File: src/rtl/pnl_pkg.sv
// Shared constants, types and helpers for the peer-link framer and election
package pnl_pkg;

  // ==========================================================================
  // Widths and table sizes
  localparam int VLAN_W      = 12;
  localparam int CLIENT_W    = 9;
  localparam int TAG_W       = 16;
  localparam int NUM_CLIENTS = 512;
  localparam int WAIT_CNT_W  = 25;

  // ==========================================================================
  // Header field values
  localparam logic [TAG_W-1:0] TAG_EDGE  = 16'hFFFE;
  localparam logic [15:0]      FGID_BASE = 16'h1000;

  // ==========================================================================
  // Reachability entry codes and body lengths
  localparam logic [7:0] RT_AUTO_DISC  = 8'h01;
  localparam logic [7:0] RT_MAC_IP     = 8'h02;
  localparam logic [7:0] RT_INCL_MCAST = 8'h03;
  localparam logic [7:0] RT_SEGMENT    = 8'h04;
  localparam logic [7:0] RT_AD_LEN     = 8'h19;
  localparam logic [7:0] RT_SEG_LEN    = 8'h17;

  // ==========================================================================
  // Election wait: time in seconds, clock rate, derived cycle count
  localparam int unsigned FL_WAIT_S      = 3;
  localparam int unsigned CLK_HZ         = 10_000_000;
  localparam int unsigned FL_WAIT_CYCLES = FL_WAIT_S * CLK_HZ;

  // ==========================================================================
  // Types
  typedef enum logic [1:0] {
    ST_IDLE  = 2'b00,
    ST_WAIT  = 2'b01,
    ST_ELECT = 2'b11
  } pnl_state_e;

  typedef struct packed {
    logic                flood;
    logic                from_edge;
    logic                to_peer;
    logic [CLIENT_W-1:0] client;
    logic [VLAN_W-1:0]   vlan;
  } pnl_ingress_s;

  typedef struct packed {
    logic [15:0]      bridge_domain;
    logic             mflag;
    logic [TAG_W-1:0] tag;
  } pnl_nsh_s;

  typedef struct packed {
    logic                flood;
    logic                unicast;
    logic [15:0]         flood_group_id;
    logic                suppress_en;
    logic [CLIENT_W-1:0] suppress_client;
    logic                learn;
  } pnl_rx_s;

  typedef struct packed {
    logic [7:0]          rtype;
    logic [7:0]          len;
    logic                withdraw;
    logic [CLIENT_W-1:0] client;
  } pnl_route_s;

  // ==========================================================================
  // Helpers
  function automatic logic [TAG_W-1:0] client_tag(
    input logic [CLIENT_W-1:0] client);
    client_tag = {{(TAG_W-CLIENT_W){1'b0}}, client};
  endfunction

  function automatic logic [15:0] vlan_fgid(input logic [VLAN_W-1:0] vlan);
    vlan_fgid = FGID_BASE | {4'h0, vlan};
  endfunction

endpackage

File: src/rtl/pnl_nsh_encap.sv
// Registered header builder for frames leaving toward the peer link
`timescale 1ns/1ps
module pnl_nsh_encap (
  // Clock and reset
  input  wire logic            clk_sys_i,
  input  wire logic            rst_n_i,
  // Ingress frame descriptor
  input  wire logic            in_valid_i,
  input  pnl_pkg::pnl_ingress_s in_desc_i,
  // Header toward the peer link, or local switching
  output pnl_pkg::pnl_nsh_s    nsh_o,
  output logic                 nsh_valid_o,
  output logic                 local_l2_o
);
  import pnl_pkg::*;

  pnl_nsh_s next_nsh;
  logic     next_nsh_valid;
  logic     next_local_l2;

  // Header fields from ingress kind; tag is reserved value or client tag
  always_comb begin
    next_nsh_valid = in_valid_i & in_desc_i.to_peer;
    next_local_l2  = in_valid_i & ~in_desc_i.to_peer;
    next_nsh.bridge_domain = {4'h0, in_desc_i.vlan};
    next_nsh.mflag = in_desc_i.flood;
    if (in_desc_i.from_edge) begin
      next_nsh.tag = TAG_EDGE;
    end else begin
      // Same on elected and non-elected node: peer needs it to suppress
      next_nsh.tag = client_tag(in_desc_i.client);
    end
    // Unicast from a client gets flag zero and its own tag
    if (!in_desc_i.flood && !in_desc_i.from_edge) begin
      next_nsh.mflag = 1'b0;
    end
  end

  // Output stage
  always_ff @(posedge clk_sys_i or negedge rst_n_i) begin
    if (!rst_n_i) begin
      nsh_o       <= '0;
      nsh_valid_o <= 1'b0;
      local_l2_o  <= 1'b0;
    end else begin
      nsh_o       <= next_nsh;
      nsh_valid_o <= next_nsh_valid;
      local_l2_o  <= next_local_l2;
    end
  end

endmodule

File: src/rtl/pnl_peer_link_df.sv
// Peer-link data plane and elected-flooder logic for a dual-homed pair
`timescale 1ns/1ps
module pnl_peer_link_fl #(
  parameter int unsigned WAIT_CYCLES = pnl_pkg::FL_WAIT_CYCLES
) (
  // Clock and reset
  input  wire logic                     clk_sys_i,
  input  wire logic                     rst_n_i,
  // Configuration and node state
  input  wire logic                     lb_enable_i,
  input  wire logic [31:0]              own_ip_i,
  input  wire logic [31:0]              peer_ip_i,
  input  wire logic                     peer_node_up_i,
  input  wire logic                     session_up_i,
  // Ingress frames from local ports
  input  wire logic                     in_valid_i,
  input  pnl_pkg::pnl_ingress_s         in_desc_i,
  // Frames received from the peer link
  input  wire logic                     rx_valid_i,
  input  pnl_pkg::pnl_nsh_s             rx_hdr_i,
  // Client deploy and client port events
  input  wire logic                     cl_evt_valid_i,
  input  wire logic [pnl_pkg::CLIENT_W-1:0] cl_evt_client_i,
  input  wire logic                     cl_evt_deploy_i,
  input  wire logic                     port_evt_valid_i,
  input  wire logic [pnl_pkg::CLIENT_W-1:0] port_evt_client_i,
  input  wire logic                     port_evt_up_i,
  input  wire logic                     seg_fail_valid_i,
  input  wire logic [pnl_pkg::CLIENT_W-1:0] seg_fail_client_i,
  // Routes received from the peer
  input  wire logic                     rt_rx_valid_i,
  input  pnl_pkg::pnl_route_s           rt_rx_i,
  // Egress eligibility query
  input  wire logic                     egr_valid_i,
  input  wire logic [pnl_pkg::CLIENT_W-1:0] egr_client_i,
  input  wire logic [pnl_pkg::VLAN_W-1:0]   egr_vlan_i,
  // Header toward the peer link
  output pnl_pkg::pnl_nsh_s             nsh_o,
  output logic                          nsh_valid_o,
  output logic                          local_l2_o,
  // Decision for frames from the peer link
  output pnl_pkg::pnl_rx_s              rx_dec_o,
  output logic                          rx_dec_valid_o,
  // Routes sent to the peer
  output pnl_pkg::pnl_route_s           rt_tx_o,
  output logic                          rt_tx_valid_o,
  // MAC flush request
  output logic                          mac_flush_o,
  output logic [pnl_pkg::CLIENT_W-1:0]  mac_flush_client_o,
  // Election results
  output logic                          egr_allow_o,
  output logic                          egr_allow_valid_o,
  output logic                          fl_global_o,
  output logic                          elect_busy_o
);
  import pnl_pkg::*;

  // ==========================================================================
  // Header builder
  pnl_nsh_encap u_encap (
    .clk_sys_i   (clk_sys_i),
    .rst_n_i     (rst_n_i),
    .in_valid_i  (in_valid_i),
    .in_desc_i   (in_desc_i),
    .nsh_o       (nsh_o),
    .nsh_valid_o (nsh_valid_o),
    .local_l2_o  (local_l2_o)
  );

  // ==========================================================================
  // Receive decision
  pnl_rx_s next_rx_dec;
  logic    next_rx_dec_valid;

  // Suppression only for client-originated floods; unicast stays plain L2
  always_comb begin
    next_rx_dec_valid            = rx_valid_i;
    next_rx_dec.flood            = rx_hdr_i.mflag;
    next_rx_dec.unicast          = ~rx_hdr_i.mflag;
    next_rx_dec.flood_group_id   =
      vlan_fgid(rx_hdr_i.bridge_domain[VLAN_W-1:0]);
    next_rx_dec.suppress_en      =
      rx_hdr_i.mflag & (rx_hdr_i.tag != TAG_EDGE);
    next_rx_dec.suppress_client  = rx_hdr_i.tag[CLIENT_W-1:0];
    next_rx_dec.learn            = 1'b0;
  end

  always_ff @(posedge clk_sys_i or negedge rst_n_i) begin
    if (!rst_n_i) begin
      rx_dec_o       <= '0;
      rx_dec_valid_o <= 1'b0;
    end else begin
      rx_dec_o       <= next_rx_dec;
      rx_dec_valid_o <= next_rx_dec_valid;
    end
  end

  // ==========================================================================
  // Segment presence tables, one bit per client
  logic [NUM_CLIENTS-1:0] loc_seg;
  logic [NUM_CLIENTS-1:0] peer_seg;
  logic [NUM_CLIENTS-1:0] next_loc_seg;
  logic [NUM_CLIENTS-1:0] next_peer_seg;
  logic                   rt_seg_rx;
  logic                   rt_ad_rx;

  // Only the two election-relevant types act; others are for software
  assign rt_seg_rx = rt_rx_valid_i & (rt_rx_i.rtype == RT_SEGMENT);
  assign rt_ad_rx  = rt_rx_valid_i & (rt_rx_i.rtype == RT_AUTO_DISC);

  always_comb begin
    next_loc_seg  = loc_seg;
    next_peer_seg = peer_seg;
    if (cl_evt_valid_i) begin
      next_loc_seg[cl_evt_client_i] = cl_evt_deploy_i;
    end
    // Failure last so it wins over a deploy of the same client
    if (seg_fail_valid_i) begin
      next_loc_seg[seg_fail_client_i] = 1'b0;
    end
    if (rt_seg_rx) begin
      next_peer_seg[rt_rx_i.client] = ~rt_rx_i.withdraw;
    end
  end

  always_ff @(posedge clk_sys_i or negedge rst_n_i) begin
    if (!rst_n_i) begin
      loc_seg  <= '0;
      peer_seg <= '0;
    end else begin
      loc_seg  <= next_loc_seg;
      peer_seg <= next_peer_seg;
    end
  end

  // ==========================================================================
  // Route transmit and MAC flush
  pnl_route_s          next_rt_tx;
  logic                next_rt_tx_valid;
  logic                next_mac_flush;
  logic [CLIENT_W-1:0] next_mac_flush_client;

  // One route per cycle: failure, then deploy, then port change
  always_comb begin
    next_rt_tx       = '0;
    next_rt_tx_valid = 1'b0;
    if (seg_fail_valid_i) begin
      next_rt_tx_valid    = 1'b1;
      next_rt_tx.rtype    = RT_SEGMENT;
      next_rt_tx.len      = RT_SEG_LEN;
      next_rt_tx.withdraw = 1'b1;
      next_rt_tx.client   = seg_fail_client_i;
    end else if (cl_evt_valid_i) begin
      next_rt_tx_valid    = 1'b1;
      next_rt_tx.rtype    = RT_SEGMENT;
      next_rt_tx.len      = RT_SEG_LEN;
      next_rt_tx.withdraw = ~cl_evt_deploy_i;
      next_rt_tx.client   = cl_evt_client_i;
    end else if (port_evt_valid_i) begin
      next_rt_tx_valid    = 1'b1;
      next_rt_tx.rtype    = RT_AUTO_DISC;
      next_rt_tx.len      = RT_AD_LEN;
      next_rt_tx.withdraw = ~port_evt_up_i;
      next_rt_tx.client   = port_evt_client_i;
    end
    // Peer withdrew its discovery route: flush all MACs on that port
    next_mac_flush        = rt_ad_rx & rt_rx_i.withdraw;
    next_mac_flush_client = rt_rx_i.client;
  end

  always_ff @(posedge clk_sys_i or negedge rst_n_i) begin
    if (!rst_n_i) begin
      rt_tx_o            <= '0;
      rt_tx_valid_o      <= 1'b0;
      mac_flush_o        <= 1'b0;
      mac_flush_client_o <= '0;
    end else begin
      rt_tx_o            <= next_rt_tx;
      rt_tx_valid_o      <= next_rt_tx_valid;
      mac_flush_o        <= next_mac_flush;
      mac_flush_client_o <= next_mac_flush_client;
    end
  end

  // ==========================================================================
  // Election triggers and wait timer
  pnl_state_e            state;
  pnl_state_e            next_state;
  logic [WAIT_CNT_W-1:0] wait_cnt;
  logic [WAIT_CNT_W-1:0] next_wait_cnt;
  logic                  peer_up_q;
  logic                  session_q;
  logic                  start_wait;
  logic                  elect_now;

  // Deploys and session up wait for the peer's route before electing
  assign start_wait = (cl_evt_valid_i & cl_evt_deploy_i)
                    | (session_up_i & ~session_q);
  // Peer route change, port change, failure or node change: no wait
  assign elect_now = rt_seg_rx | rt_ad_rx
                   | port_evt_valid_i
                   | seg_fail_valid_i
                   | (cl_evt_valid_i & ~cl_evt_deploy_i)
                   | (peer_node_up_i ^ peer_up_q);

  always_comb begin
    next_state    = state;
    next_wait_cnt = wait_cnt;
    case (state)
      ST_IDLE: begin
        if (elect_now) begin
          next_state = ST_ELECT;
        end else if (start_wait) begin
          next_state    = ST_WAIT;
          next_wait_cnt = WAIT_CNT_W'(WAIT_CYCLES - 1);
        end
      end
      ST_WAIT: begin
        if (elect_now || wait_cnt == '0) begin
          next_state = ST_ELECT;
        end else if (start_wait) begin
          next_wait_cnt = WAIT_CNT_W'(WAIT_CYCLES - 1);
        end else begin
          next_wait_cnt = wait_cnt - 1'b1;
        end
      end
      ST_ELECT: begin
        // A deploy during the election cycle still gets its full wait
        if (start_wait) begin
          next_state    = ST_WAIT;
          next_wait_cnt = WAIT_CNT_W'(WAIT_CYCLES - 1);
        end else begin
          next_state = elect_now ? ST_ELECT : ST_IDLE;
        end
      end
      default: begin
        next_state = ST_IDLE;
      end
    endcase
  end

  always_ff @(posedge clk_sys_i or negedge rst_n_i) begin
    if (!rst_n_i) begin
      state     <= ST_IDLE;
      wait_cnt  <= '0;
      peer_up_q <= 1'b0;
      session_q <= 1'b0;
    end else begin
      state     <= next_state;
      wait_cnt  <= next_wait_cnt;
      peer_up_q <= peer_node_up_i;
      session_q <= session_up_i;
    end
  end

  // ==========================================================================
  // Election snapshot and single-flooder state
  logic [NUM_CLIENTS-1:0] snap_peer;
  logic [NUM_CLIENTS-1:0] next_snap_peer;
  logic                   own_ord;
  logic                   next_own_ord;
  logic                   fl_known;
  logic                   next_fl_known;
  logic                   fl_global;
  logic                   next_fl_global;
  logic                   local_port_down;
  logic                   peer_port_down;

  assign local_port_down = port_evt_valid_i & ~port_evt_up_i;
  assign peer_port_down  = rt_ad_rx & rt_rx_i.withdraw;

  always_comb begin
    next_snap_peer = snap_peer;
    next_own_ord   = own_ord;
    next_fl_known  = fl_known;
    next_fl_global = fl_global;
    if (state == ST_ELECT) begin
      // Peer counts only while its node is up; ascending, from zero
      next_snap_peer = peer_seg & {NUM_CLIENTS{peer_node_up_i}};
      next_own_ord   = peer_node_up_i & (own_ip_i > peer_ip_i);
      if (!fl_known) begin
        next_fl_known  = 1'b1;
        next_fl_global = ~peer_node_up_i | (own_ip_i < peer_ip_i);
      end
    end
    // Moves only when the flooder itself or its port fails
    if (fl_known && fl_global && local_port_down) begin
      next_fl_global = 1'b0;
    end else if (fl_known && !fl_global &&
                 (peer_port_down || (peer_up_q && !peer_node_up_i))) begin
      next_fl_global = 1'b1;
    end
  end

  always_ff @(posedge clk_sys_i or negedge rst_n_i) begin
    if (!rst_n_i) begin
      snap_peer <= '0;
      own_ord   <= 1'b0;
      fl_known  <= 1'b0;
      fl_global <= 1'b0;
    end else begin
      snap_peer <= next_snap_peer;
      own_ord   <= next_own_ord;
      fl_known  <= next_fl_known;
      fl_global <= next_fl_global;
    end
  end

  // ==========================================================================
  // Egress eligibility and status outputs
  logic next_egr_allow;
  logic next_egr_allow_valid;

  // Two nodes at most, so VLAN mod count is the VLAN's low bit
  always_comb begin
    next_egr_allow_valid = egr_valid_i;
    if (!loc_seg[egr_client_i]) begin
      next_egr_allow = 1'b0;
    end else if (!lb_enable_i) begin
      next_egr_allow = fl_global;
    end else if (!snap_peer[egr_client_i]) begin
      next_egr_allow = 1'b1;
    end else begin
      next_egr_allow = (egr_vlan_i[0] == own_ord);
    end
  end

  always_ff @(posedge clk_sys_i or negedge rst_n_i) begin
    if (!rst_n_i) begin
      egr_allow_o       <= 1'b0;
      egr_allow_valid_o <= 1'b0;
      fl_global_o       <= 1'b0;
      elect_busy_o      <= 1'b0;
    end else begin
      egr_allow_o       <= next_egr_allow;
      egr_allow_valid_o <= next_egr_allow_valid;
      fl_global_o       <= next_fl_global;
      elect_busy_o      <= (next_state != ST_IDLE);
    end
  end

endmodule

File: config.mk
export PLATFORM = sky130hd
export DESIGN_NAME = pnl_peer_link_fl
export DESIGN_NICKNAME = d
export VERILOG_FILES = /design/src/rtl/pnl_pkg.sv /design/src/rtl/pnl_nsh_encap.sv /design/src/rtl/pnl_peer_link_df.sv
export SDC_FILE = /design/constraint.sdc
export NUM_CORES = 2
export LEC_CHECK = 0
export ABC_CLOCK_PERIOD_IN_PS = 3360
export BUFFER_PORTS_ARGS = -buffer_cell sky130_fd_sc_hd__buf_2
export CORE_MARGIN = 3
export CORE_UTILIZATION = 35
export DETAILED_ROUTE_END_ITERATION = 12
export PLACE_DENSITY = 0.47
export SLEW_MARGIN = 20
export SYNTH_ARGS = -nofsm -noshare
export SYNTH_HDL_FRONTEND = slang
export SYNTH_SLANG_ARGS = --single-unit
File: constraint.sdc
create_clock -name clk_sys_i -period 3.36 [get_ports clk_sys_i]
set_clock_uncertainty 0.05 [all_clocks]
set_input_delay 0.336 -clock clk_sys_i [delete_from_list [all_inputs] [get_ports clk_sys_i]]
set_output_delay 0.336 -clock clk_sys_i [all_outputs]
set_load 0.03 [all_outputs]
==> impl_metrics.toml <==
[final_layout]
seq_area_mm2 = 0.04116
drive_gt1_share_pct = 17.29
syn_to_final_growth_pct = 19.04
num-fill-cells = 21090
layoutNonFillerInstCount = 10940
multi_input_area_mm2 = 0.03254
layout_commonest_cell = "dfrtp_1"
fin_area_mm2 = 0.09125
fin_nets = 8164
final_cell_mix = "1645 x dfrtp_1, 1376 x nand2_1, 753 x a21oi_1, 707 x nor2_1, 539 x nand3_1"

[global_route]
antenna_found_initial = 7
grtUsageMet2_pct = 38.58
grt_max_degree = 193
track_usage_pct = 23.99
grt_pass1_vias = 60920
grt-busiest-layer = "met2"
use_met1_pct = 33.83
overflow = 0
met3_usage_pct = 3.354
grt_pass1_wl_um = 411700

[setup_path]
crit_path_max_fanout = 2
crit_arrival_ns = 3.68
cp_top_family = "multiplexers"
cp-start-kind = "flop"
path_cells = "mux4_1 > mux4_2 > nor2b_1 > a2111oi_0 > buf_4 > a2111oi_2 > buf_12 > o311ai_1 > o311a_1"
cpPeakStageDelay_ns = 0.51
worst-path-buf-inv = 2
cp.required_ns = 4.08
cp-end-kind = "flop"
crit_type = "reg2reg"
worst_path_max_delay_cell = "a2111oi_0"

[clock_tree]
clock-root-buffer = "clkbuf_16"
htree_levels = 4
cts_setup_buffers = 0
clk_latency_ns = 0.84
ctsLongestPathBuffers = 3
cts.sinks = 1645
cts_inserted_buffers = 190
clk_pin_slew_ns = 0.06
cts_tree = "built"

[timing]
setup_viol = 0
finalHoldViolations = 0
maxSlewHeadroom_pct = 22.95
fin_tns_setup_ns = 0
fmax_mhz = 338.9
fin_ws_ns = 0.4097
rsz0062_at_grt = "no"
tightest_slew_ns = 1.153
slew_violations = 0
finalCriticalPeriod_ns = 2.950
min_period_over_period_pct = 87.81

[pwr]
leakagePower_nw = 43.37
p_int_mw = 34.16
powerDensity_mw_per_mm2 = 511.0
p_total_mw = 46.63
p_seq_share_pct = 43.6
comb_power_share_pct = 10.0
vdd_drop_max_uv = 703.7
p_switching_mw = 12.47
power_switching_share_pct = 26.75
clockPowerShare_pct = 46.4

[detailed_routing]
antenna_left = 0
firstDrtPassIters = 6
drt_iter0_markers = 5738
drt_wl_total_um = 273200
via_count = 62070
drc = 0
via_per_inst = 5.674
wl_per_cell_um = 24.97

[floorplanning]
start_util_pct = 35.26
fp.dieW_um = 474.0
die_y_um = 474.0
io_pins = 315
rows = 171
core_mm2 = 0.2174
die_area_mm2 = 0.2247

[placed_design]
dp_worst_setup_slack_ns = -0.1073
dp.cells = 10480
port_buffers = 274
placed_area_mm2 = 0.08365
dp_hpwl_um = 163800
gp_congestion = 0.8395

[status]
status = "completed"

[run]
max-cap-violations = 0

[min_path]
hold_path_class = "in2reg"

[synthesis]
syn_area_mm2 = 0.07666
synthFlopType = "dfrtp_1"
async_reset_ff_share_pct = 100.0
ys_seq_elements = 1645
synth_cells = 7661
yosysWarnings = 0
syn_avg_cell_area_um2 = 10.01
yosysUniqueCellTypes = 76
synth-edff-count = 0
ys_seq_area_share_pct = 53.70
## worst reg2reg max path, stage by stage (launching register included)
cell	delay [ns]
dfrtp_1	0.38
mux4_1	0.50
mux4_2	0.48
nor2b_1	0.19
a2111oi_0	0.51
buf_4	0.20
a2111oi_2	0.08
buf_12	0.15
o311ai_1	0.11
o311a_1	0.24
## power by group through the flow
stage / Combinational [mW] / Clock, mW / Sequential, mW
global route: 5.03 / 22.9 / 20.4
CTS: 4.71 / 22.1 / 20.3
detailed placement: 4.60 / 0 / 20.7
floorplan: 2.37 / 0 / 20.7
finish: 4.67 / 21.6 / 20.3
global placement: 4.58 / 0 / 20.7
## Yosys cell counts, drive strengths merged (10+ instances only)
cell type  number  share of area (%)
a21oi         753                4.9
a221oi        296                3.4
a22oi          44               0.43
a31oi         509                4.2
and2           12              0.098
buf           117                1.1
clkbuf        649                3.2
dfrtp        1645                 54
ha             35               0.57
inv            46               0.23
mux2           12               0.18
mux2i         269                3.5
mux4          256                7.5
nand2        1377                6.7
nand2b         30               0.24
nand3         543                3.5
nand3b         16               0.17
nand4          15               0.12
nor2          760                3.7
nor2b          32               0.26
nor3           33               0.25
nor4           11              0.098
o21ai          47               0.31
o221ai         10               0.11
or2            14               0.11
or3            13               0.11
xor2           12               0.14
## what timing repair did
item,4_1_cts,5_1_grt
hold buffers,104,0
endpoints found under the hold margin,1209,0
resized for setup,0,0
## kinds of logic (layout without fill, tap and decap cells)
| kind of cell | after synthesis | count (layout) | synth area share (%) |
|---|---|---|---|
| other | 2 | 23 | 0.009797 |
| xor gates and xnor gates | 16 | 16 | 0.1828 |
| adders and majority gates | 35 | 35 | 0.5713 |
| muxes | 537 | 537 | 11.23 |
| and+or+nand+nor | 2884 | 2884 | 15.78 |
| DFF | 1645 | 1645 | 53.70 |
| AOI/OAI and AO/OA | 1730 | 1730 | 14.06 |
| buffers and inverters | 812 | 1215 | 4.454 |
## routing by layer
metal	vias to the layer above	wire (um)
met5	-	16
met4	2	7901
met2	2184	128300
met3	439	15720
li1	27910	-
met1	31540	121300
## metrics by stage
| stage | utilization (%) | hold WS, ns |
|---|---|---|
| 4_1_cts | 41.97 | 0.007278 |
| 5_1_grt | 41.98 | 0.05067 |
| 6_report | 41.98 | 0.06210 |
| 3_5_place_dp | 38.48 | 0.2566 |
| 3_3_place_gp | 38.47 | 0.2460 |
| 2_1_floorplan | - | -0.009591 |
## path summary, 6_finish.rpt
check	startpoint	end	slack [ns]	cells past startpoint
max	snap_peer[369]	egr_allow_o	0.41	9
min in group asynchronous	rst_n_i	peer_seg[475]	0.27	3
min reg2reg	snap_peer[316]	snap_peer[316]	0.41	2
max in group asynchronous	rst_n_i	peer_seg[430]	2.20	3
min	own_ip_i[31]	own_ord	0.06	6
max reg2reg	snap_peer[369]	egr_allow_o	0.41	9
## flip-flops by register name, summed over array words and instances, names as in the netlist
signal,flops
rx_dec_valid_o,1
elect_busy_o,1
state,2
rx_dec_o,25
mac_flush_o,1
u_encap.nsh_o,23
egr_allow_o,1
fl_global_o,1
loc_seg,512
snap_peer,512
peer_seg,512
fl_known,1
session_q,1
egr_allow_valid_o,1
u_encap.nsh_valid_o,1
u_encap.local_l2_o,1
rt_tx_o,13
mac_flush_client_o,9
peer_up_q,1
own_ord,1
wait_cnt,25
## area by class of cell
class | instances | area share, %
Clock buffer | 299 | 6.409
Tap cell | 2854 | 3.913
Inverter | 46 | 0.1974
Multi-Input combinational cell | 5220 | 35.66
Clock inverter | 53 | 0.7569
Antenna cell | 5 | 0.01371
Timing Repair Buffer | 817 | 7.940
Sequential cell | 1645 | 45.11
No activity file was read; power rests on OpenSTA's default activity.
